--- src/eil_pkg.sv ---
// Shared constants and types for the external interrupt latch block
package eil_pkg;

   // ----------------------------------------------------------------
   // Register map
   // ----------------------------------------------------------------
   localparam int EIL_ADDR_W = 16;
   localparam int EIL_DATA_W = 32;
   // Printed offset is not word aligned, so it is kept as an index
   localparam logic [EIL_ADDR_W-1:0] EIL_STATUS_CONTROL_IDX = 16'h001A;
   localparam logic [EIL_ADDR_W-1:0] EIL_STATUS_CONTROL_ADDR = 16'h0068;
   localparam logic [7:0] EIL_STATUS_CONTROL_RESET = 8'h00;

   // ----------------------------------------------------------------
   // Field positions
   // ----------------------------------------------------------------
   localparam int EIL_BIT_MODE = 0;
   localparam int EIL_BIT_MASK = 1;
   localparam int EIL_BIT_ACK = 2;
   localparam int EIL_BIT_FLAG = 3;

   // ----------------------------------------------------------------
   // Pin and reset values
   // ----------------------------------------------------------------
   localparam logic EIL_PIN_IDLE = 1'b1;
   localparam logic EIL_MODE_RESET = 1'b0;
   localparam logic EIL_MASK_RESET = 1'b0;

   // ----------------------------------------------------------------
   // Types
   // ----------------------------------------------------------------
   typedef struct packed {
      logic psel;
      logic penable;
      logic pwrite;
      logic [EIL_ADDR_W-1:0] paddr;
      logic [EIL_DATA_W-1:0] pwdata;
   } eil_apb_req_t;

   typedef struct packed {
      logic mask;
      logic mode;
   } eil_ctrl_t;

   typedef enum logic [1:0] {
      EIL_IDLE = 2'b00,
      EIL_PEND = 2'b01,
      EIL_PEND_ACKED = 2'b10
   } eil_state_t;

endpackage

--- src/eil_pin_sync.sv ---
// Two-flop synchroniser for the external interrupt pin
`timescale 1ns/1ns
`default_nettype none
module eil_pin_sync
   import eil_pkg::*;
(
   // Clock and reset
   input wire logic clk_sys_in,
   input wire logic reset_n_in,
   // Pin
   input wire logic pin_in,
   output logic pin_sync_out
);

   logic meta_reg;

   // Only the second flop reads the first one
   always_ff @(posedge clk_sys_in) begin
      if (!reset_n_in) begin
         // Reset to the asserted level: a pin held low through reset gives no false edge
         meta_reg <= !EIL_PIN_IDLE;
         pin_sync_out <= !EIL_PIN_IDLE;
      end else begin
         meta_reg <= pin_in;
         pin_sync_out <= meta_reg;
      end
   end

endmodule
`default_nettype wire

--- src/eil_apb_slave.sv ---
// APB slave front end for the single status/control register
`timescale 1ns/1ns
`default_nettype none
module eil_apb_slave
   import eil_pkg::*;
(
   // Clock and reset
   input wire logic clk_sys_in,
   input wire logic reset_n_in,
   // Bus
   input wire eil_apb_req_t apb_req_in,
   output logic pready_out,
   output logic pslverr_out,
   output logic [EIL_DATA_W-1:0] prdata_out,
   // Register side
   input wire logic [7:0] reg_image_in,
   output logic wr_pulse_out,
   output logic [7:0] wr_data_out
);

   logic hit;
   logic setup;
   logic access;

   assign hit = (apb_req_in.paddr == EIL_STATUS_CONTROL_ADDR);
   assign setup = apb_req_in.psel && !apb_req_in.penable;
   assign access = apb_req_in.psel && apb_req_in.penable;

   // Zero wait states: every access completes on its first access cycle
   assign pready_out = access;
   assign pslverr_out = access && !hit;
   assign wr_pulse_out = access && apb_req_in.pwrite && hit;
   assign wr_data_out = apb_req_in.pwdata[7:0];

   // Read data is captured in the setup cycle so it comes from a flop
   always_ff @(posedge clk_sys_in) begin
      if (!reset_n_in) begin
         prdata_out <= '0;
      end else if (setup) begin
         if (hit && !apb_req_in.pwrite) begin
            prdata_out <= {24'h000000, reg_image_in};
         end else begin
            prdata_out <= '0;
         end
      end
   end

endmodule
`default_nettype wire

--- src/eil_latch.sv ---
// External interrupt latch: pin detection, latch, mask and status register
//
// Notes on behaviour
// - A falling pin edge sets the latch in either sensitivity setting.
// - A CPU vector fetch of this block's vector acknowledges and clears the latch.
// - Writing one to the acknowledge bit clears the latch, subject to break gating.
// - Reset clears the latch and sensitivity bit, even with the pin held low.
// - Edge-only sensitivity: acknowledge clears the latch at once, whatever the pin.
// - Edge-and-level: clear needs both acknowledge and pin high, in either order.
// - Edge-and-level: the request stays pending while the pin is low.
// - The request reaches the CPU only while mask is clear; mask keeps the latch.
// - Acknowledge does not block detection; a later falling edge latches again.
// - Pending flag at bit 3 reads the latch state; writes to it are ignored.
// - Pending flag shows the latch regardless of the mask bit.
// - Acknowledge bit 2 is write-only and always reads zero.
// - Mask bit 1 is read/write, one disables requests, reset clears it.
// - Sensitivity bit 0 is read/write, one adds low levels, reset clears it.
// - In break with break clear disabled, software acknowledge leaves the latch alone.
// - In break with break clear enabled, software acknowledge clears and it stays clear.
// - Register sits at offset 1A, bits 7 to 4 read zero, all reset to zero.
`timescale 1ns/1ns
`default_nettype none
module eil_latch
   import eil_pkg::*;
(
   // Clock and reset
   input wire logic clk_sys_in,
   input wire logic reset_n_in,
   // APB register bus
   input wire eil_apb_req_t apb_req_in,
   output logic pready_out,
   output logic pslverr_out,
   output logic [EIL_DATA_W-1:0] prdata_out,
   // External interrupt pin, active low
   input wire logic irq_pin_n_in,
   // CPU interface
   input wire logic vector_fetch_in,
   output logic irq_request_out,
   output logic vector_ack_out,
   // System integration
   input wire logic break_state_in,
   input wire logic break_clear_enable_in
);

   // ----------------------------------------------------------------
   // Declarations
   // ----------------------------------------------------------------
   logic pin_sync;
   logic pin_prev_reg;
   logic fall_det;
   logic pin_low;
   logic wr_pulse;
   logic [7:0] wr_data;
   logic [7:0] reg_image;
   eil_ctrl_t ctrl_reg;
   eil_state_t state_reg;
   eil_state_t state_next;
   logic latch;
   logic sw_ack;
   logic ack_any;

   // Builds the register image as software sees it
   function automatic logic [7:0] status_image(input logic pend, input eil_ctrl_t c);
      logic [7:0] img;
      img = EIL_STATUS_CONTROL_RESET;
      img[EIL_BIT_FLAG] = pend;
      img[EIL_BIT_MASK] = c.mask;
      img[EIL_BIT_MODE] = c.mode;
      return img;
   endfunction

   // ----------------------------------------------------------------
   // Pin synchronisation and detection
   // ----------------------------------------------------------------
   eil_pin_sync u_pin_sync (
      .clk_sys_in(clk_sys_in),
      .reset_n_in(reset_n_in),
      .pin_in(irq_pin_n_in),
      .pin_sync_out(pin_sync)
   );

   always_ff @(posedge clk_sys_in) begin
      if (!reset_n_in) begin
         // Matches the synchroniser's reset level, so only a later high-to-low counts
         pin_prev_reg <= !EIL_PIN_IDLE;
      end else begin
         pin_prev_reg <= pin_sync;
      end
   end

   assign fall_det = pin_prev_reg && !pin_sync;
   assign pin_low = !pin_sync;

   // ----------------------------------------------------------------
   // Register bus
   // ----------------------------------------------------------------
   eil_apb_slave u_apb (
      .clk_sys_in(clk_sys_in),
      .reset_n_in(reset_n_in),
      .apb_req_in(apb_req_in),
      .pready_out(pready_out),
      .pslverr_out(pslverr_out),
      .prdata_out(prdata_out),
      .reg_image_in(reg_image),
      .wr_pulse_out(wr_pulse),
      .wr_data_out(wr_data)
   );

   // Flag shows the latch, never the masked request
   assign reg_image = status_image(latch, ctrl_reg);

   always_ff @(posedge clk_sys_in) begin
      if (!reset_n_in) begin
         ctrl_reg.mask <= EIL_MASK_RESET;
         ctrl_reg.mode <= EIL_MODE_RESET;
      end else if (wr_pulse) begin
         ctrl_reg.mask <= wr_data[EIL_BIT_MASK];
         ctrl_reg.mode <= wr_data[EIL_BIT_MODE];
      end
   end

   // ----------------------------------------------------------------
   // Acknowledge sources
   // ----------------------------------------------------------------
   // Break protection keeps a debugger from losing a pending request
   assign sw_ack = wr_pulse && wr_data[EIL_BIT_ACK]
      && !(break_state_in && !break_clear_enable_in);
   assign ack_any = sw_ack || (vector_fetch_in && latch);

   // ----------------------------------------------------------------
   // Latch state machine
   // ----------------------------------------------------------------
   // A new edge always wins over a simultaneous acknowledge
   always_comb begin
      state_next = state_reg;
      case (state_reg)
         EIL_IDLE: begin
            if (fall_det) begin
               state_next = EIL_PEND;
            end
         end
         EIL_PEND: begin
            if (fall_det) begin
               state_next = EIL_PEND;
            end else if (ack_any) begin
               if (!ctrl_reg.mode || !pin_low) begin
                  state_next = EIL_IDLE;
               end else begin
                  state_next = EIL_PEND_ACKED;
               end
            end
         end
         EIL_PEND_ACKED: begin
            if (fall_det) begin
               state_next = EIL_PEND;
            end else if (!ctrl_reg.mode || !pin_low) begin
               state_next = EIL_IDLE;
            end
         end
         default: begin
            state_next = EIL_IDLE;
         end
      endcase
   end

   always_ff @(posedge clk_sys_in) begin
      if (!reset_n_in) begin
         state_reg <= EIL_IDLE;
      end else begin
         state_reg <= state_next;
      end
   end

   assign latch = (state_reg != EIL_IDLE);

   // ----------------------------------------------------------------
   // CPU outputs
   // ----------------------------------------------------------------
   always_ff @(posedge clk_sys_in) begin
      if (!reset_n_in) begin
         vector_ack_out <= 1'b0;
      end else begin
         vector_ack_out <= vector_fetch_in && latch;
      end
   end

   // Combinational so the priority logic sees a mask change at once
   assign irq_request_out = latch && !ctrl_reg.mask;
endmodule
`default_nettype wire

--- config.mk ---
export PLATFORM = sky130hd
export DESIGN_NAME = eil_latch
export DESIGN_NICKNAME = d
export VERILOG_FILES = /design/src/eil_pkg.sv /design/src/eil_pin_sync.sv /design/src/eil_apb_slave.sv /design/src/eil_latch.sv
export SDC_FILE = /design/constraint.sdc
export NUM_CORES = 1
export LEC_CHECK = 0
export ABC_CLOCK_PERIOD_IN_PS = 3000
export BUFFER_PORTS_ARGS = -buffer_cell sky130_fd_sc_hd__buf_2
export CAP_MARGIN = 40
export CELL_PAD_IN_SITES_DETAIL_PLACEMENT = 1
export CELL_PAD_IN_SITES_GLOBAL_PLACEMENT = 2
export CORE_UTILIZATION = 21
export DETAILED_ROUTE_END_ITERATION = 8
export PLACE_DENSITY = 0.87
export SYNTH_ARGS = -nofsm -noshare
export SYNTH_HDL_FRONTEND = slang
export SYNTH_HIERARCHICAL = 1
export SYNTH_SLANG_ARGS = --single-unit
--- constraint.sdc ---
create_clock -name clk_sys_in -period 3 [get_ports clk_sys_in]
set_input_delay 0.6 -clock clk_sys_in [delete_from_list [all_inputs] [get_ports clk_sys_in]]
set_output_delay 0.6 -clock clk_sys_in [all_outputs]
set_load 0.01 [all_outputs]
==> metrics.cfg, run 1 <==
[run_status]
outcome=finished, final reports clean

[worst_setup_path]
cp-end-kind=output pin
timing.rr.start=state_reg[1]
r2r-end=state_reg[0]
cp_max_fo=10
worstSetupPathType=input pin to output pin
cp.required_ps=2400
crit_arrival_ps=1700
reg2reg_slack_ps=2050
setup.worst_path.start_class=input pin
r2r_cells=3

[cts]
post-cts-setup-buffers=0
cts_tree=built
cts_buffers=3
cts_resized=0
cts-root-buf=clkbuf_8
cts_hold_buffers=0
path_clk_slew_ps=60
cts_buffer_depth=2
htreeDepth=1
cts.sinks=16
insertion_delay_ps=250

[routing]
drtIter0Drc=36
via_per_inst=3.71
vias=779
routed_wl_mm=2.12
drc_errors=0
routedWlPerCell_um=10.1
ant_nets=0
first_pass_iters=3

[timing]
rsz0062_at_grt=false
slew_viol_final=0
finalWorstSetupSlack_ps=703
fin_tns_setup_ps=0
tightest_slew_ps=545
finalHoldViolations=0
fin_crit_ps=2300
final-setup-viol-count=0
slew_headroom=0.636
final.period_utilization=0.766
whs_ps=433
fin_skew_ps=2.17
fmax_mhz=435

[placement]
placedCellCount=206
portBuffers=39
gp_congestion=0.624
dp_hpwl_mm=1.65
dp_worst_setup_slack_ps=676

[power]
p_per_area_nw_per_um2=376
vdd_drop_max_mv=0.0961
p_leak_nw=0.576

[synth]
syn_area_per_cell_um2=9.94
yosysWarnings=6
syn-cell-area_um2=1040
syn_inst=105

[grt]
grt_pass1_wl_mm=3.33
antenna_found_initial=0
grt_max_degree=26
grt.overflow.total=0
track_usage=0.0838
first_global_vias=745

[floorplanning]
ioPinCount=93
fp.dieH_um=72.5
initial_core_util=0.219
dieArea_um2=5250
num_rows=25
dieWidth_um=72.5
core_um2=4750

[finish]
largest_reg_flops=8
drive_gt1_frac=0.413
final_common_cell=buf_2
finalNetCount=201
num-fill-cells=597
antenna_cells=0
finalNonFillerCells=210
area_growth_pct=20.4
layout_common_cells=39 x buf_2, 29 x conb_1, 17 x nand3_1

[hold_path]
min_path_type=flop to flop
hold_end=u_pin_sync/pin_sync_out
worst_hold_startpoint=u_pin_sync/meta_reg
hold_depth=1

[run]
maxCapViolations=0

[through the flow]
step	util	area [µm²]	power, mW
5_1_grt	0.264	1260	0.495
3_5_place_dp	0.253	1200	0.287
2_1_floorplan	-	1140	0.283
4_1_cts	0.264	1260	0.479
3_3_place_gp	0.253	1200	0.286
6_report	0.264	1260	0.472
[worst max-delay path by stage]
stage / cells after the start / start / endpoint / slack (ps)
CTS: 5 / apb_req_in[43] / pslverr_out / 680
finish: 5 / apb_req_in[33] / pslverr_out / 700
global placement: 6 / apb_req_in[33] / state_reg[0] / 660
detailed placement: 6 / apb_req_in[43] / state_reg[0] / 680
floorplan: 3 / apb_req_in[33] / pslverr_out / 1030
global route: 5 / apb_req_in[43] / pslverr_out / 640
[cell type report]
type | instances | area [µm²] | area share
sequential | 16 | 320 | 0.255
timing repair buffer | 39 | 195 | 0.155
multi-input combinational | 83 | 598 | 0.476
tap | 67 | 83.8 | 0.0667
inverter | 1 | 3.75 | 0.00299
clock buffer | 4 | 55.1 | 0.0438
[layer usage]
metal | part of all wire | global-route usage
met1 | 0.42 | 0.0962
met3 | 0.050 | 0.0167
met4 | 0.017 | 0.0458
met2 | 0.51 | 0.145
met5 | 0 | 0
[worst max-delay path, cell delays in order]
cell and delay, ps:
buf_2 110, nor4b_4 310, nand4_4 280, and2_1 260, buf_2 130
[power breakdown]
part,total (mW),internal (mW),switching (mW)
Sequential,0.215,0.214,0.000875
Combinational,0.0662,0.0241,0.0421
Clock,0.190,0.116,0.0738
Total,0.472,0.355,0.117
No activity file was read; power rests on OpenSTA's default activity.
==> inputs of run 2 (changes only) <==
Settings changed: ABC_AREA set to 1, ABC_CLOCK_PERIOD_IN_PS 3000 to 1950, CORE_UTILIZATION 21 to 15, PLACE_DENSITY 0.87 to 0.76.
Clock period 3 ns to 1.95 ns, I/O delays scaled along.
==> metrics.cfg, run 2 <==
[run]
maxCapViolations=0  ; unchanged

[cts]
cts_hold_buffers=0  ; unchanged
path_clk_slew_ps=60  ; about the same
cts-root-buf=clkbuf_8
cts_buffer_depth=2  ; unchanged
cts_resized=0  ; unchanged
cts_buffers=3  ; unchanged
insertion_delay_ps=250  ; about the same
post-cts-setup-buffers=0  ; unchanged
htreeDepth=1  ; unchanged
cts_tree=built
cts.sinks=16  ; unchanged

[worst_setup_path]
crit_chain=buf_2, nor2_2, nand3_2, nor2_4, buf_4, a21oi_1, buf_2
cp.required_ps=1560  ; -840 ps
crit_arrival_ps=1210  ; -490 ps
worstSetupPathType=input pin to output pin
setup.worst_path.start_class=input pin
cp-end-kind=output pin
crit_path_frequent_cell=buf_2
cp_max_fo=9  ; -1
crit_slowest_cell=buf_4
max_stage_delay_ps=170  ; -140 ps

[timing]
fmax_mhz=626
fin_tns_setup_ps=0  ; unchanged
final-setup-viol-count=0  ; unchanged
slew_viol_final=0  ; unchanged
tightest_slew_ps=546  ; +0.777 ps
fin_skew_ps=2.89  ; +0.720 ps
whs_ps=327  ; -105 ps
finalHoldViolations=0  ; unchanged
slew_headroom=0.636  ; about the same
fin_crit_ps=1600
rsz0062_at_grt=false
final.period_utilization=0.819

[floorplanning]
dieArea_um2=6880  ; +31%
core_um2=6350  ; +34%
fp.dieH_um=83.0  ; +14%
num_rows=29  ; +16%
ioPinCount=93  ; unchanged
dieWidth_um=83.0  ; +14%
initial_core_util=0.155  ; -0.0646

[placement]
portBuffers=39  ; unchanged
gp_congestion=0.668  ; +7.0%
dp_hpwl_mm=1.93  ; +18%
placedCellCount=257  ; +25%

[grt]
grt_max_degree=17  ; -35%
grt_pass1_wl_mm=3.92  ; +18%
antenna_found_initial=0  ; unchanged
track_usage=0.0712  ; -0.0126
first_global_vias=911  ; +22%
grt.overflow.total=0  ; unchanged

[power]
combPwrFrac=0.188  ; +0.048
vdd_drop_max_mv=0.193  ; +100%
pwr-share-clk=0.332  ; -0.071
power_switching_mw=0.207  ; +77%
seqPwrFrac=0.480  ; +0.024
p_per_area_nw_per_um2=597  ; +59%
p_leak_nw=0.635  ; +10%
p_sw_frac=0.280  ; +0.0328
p_int_mw=0.532  ; +50%

[finish]
finalNonFillerCells=260  ; +24%
drive_gt1_frac=0.306  ; -0.107
finalNetCount=242  ; +20%
antenna_cells=0  ; unchanged
final_common_cell=buf_2
largest_reg_flops=8  ; unchanged
area_growth_pct=25.8
layout_common_cells=39 x buf_2, 29 x conb_1, 16 x inv_1, 16 x nand2_1, 16 x dfxtp_1

[routing]
drc_errors=0  ; unchanged
first_pass_iters=4  ; +1
ant_nets=0  ; unchanged
drtIter0Drc=70  ; +94%
vias=928  ; +19%
routedWlPerCell_um=9.07  ; -10%
routed_wl_mm=2.36  ; +11%
via_per_inst=3.57  ; -3.8%

[synth]
syn_area_per_cell_um2=7.13  ; -28%
yosysWarnings=6  ; unchanged
syn-cell-area_um2=983  ; -5.8%
syn_inst=138  ; +31%

[run_status]
outcome=finished, final reports clean

[hold_path]
min_path_type=input pin to flop

-- run 2: metrics by stage --
stage               setup slack, ps  power [mW]   util  area [µm²]
floorplan                       418       0.480      -        1080
global placement                238       0.499  0.188        1200
detailed placement              229       0.503  0.188        1200
CTS                             342       0.754  0.195        1240
global route                    278       0.786  0.195        1240
finish                          353       0.739  0.195        1240
-- run 2: power by group through the flow --
| stage | Combinational [mW] | Clock, mW | Sequential, mW |
|---|---|---|---|
| finish | 0.139 | 0.245 | 0.355 |
| floorplan | 0.115 | 0 | 0.365 |
| global placement | 0.137 | 0 | 0.362 |
| CTS | 0.141 | 0.258 | 0.355 |
| global route | 0.157 | 0.273 | 0.356 |
| detailed placement | 0.141 | 0 | 0.362 |
-- run 2: path summary, 6_finish.rpt --
path / start / to / slack (ps) / cells past startpoint
setup / recovery: apb_req_in[41] / pslverr_out / 350 / 7
hold / removal: irq_pin_n_in / u_pin_sync/meta_reg / 330 / 3
setup reg to reg: ctrl_reg[0] / state_reg[1] / 940 / 7
hold reg to reg: u_pin_sync/meta_reg / u_pin_sync/pin_sync_out / 410 / 2
-- run 2: worst max-delay path: cells and delay by family --
family | cells | cell delay [ps]
buffers and inverters | 3 | 410
and+or+nand+nor | 3 | 310
AOI/OAI and AO/OA | 1 | 80
-- run 2: per-layer routing --
metal	global-route usage	share of wire	vias to the layer above
met2	0.125	0.50	27
met5	0	0	-
met1	0.0803	0.45	422
met4	0.0423	0.025	0
met3	0.0119	0.032	5
li1	-	-	474
-- run 2: cell type report --
class / instances / area [µm²]
timing repair buffer: 43 / 225
inverter: 19 / 71.3
tap: 77 / 96.3
multi-input combinational: 102 / 483
fill: 788 / 5110
clock buffer: 3 / 41.3
sequential: 16 / 320
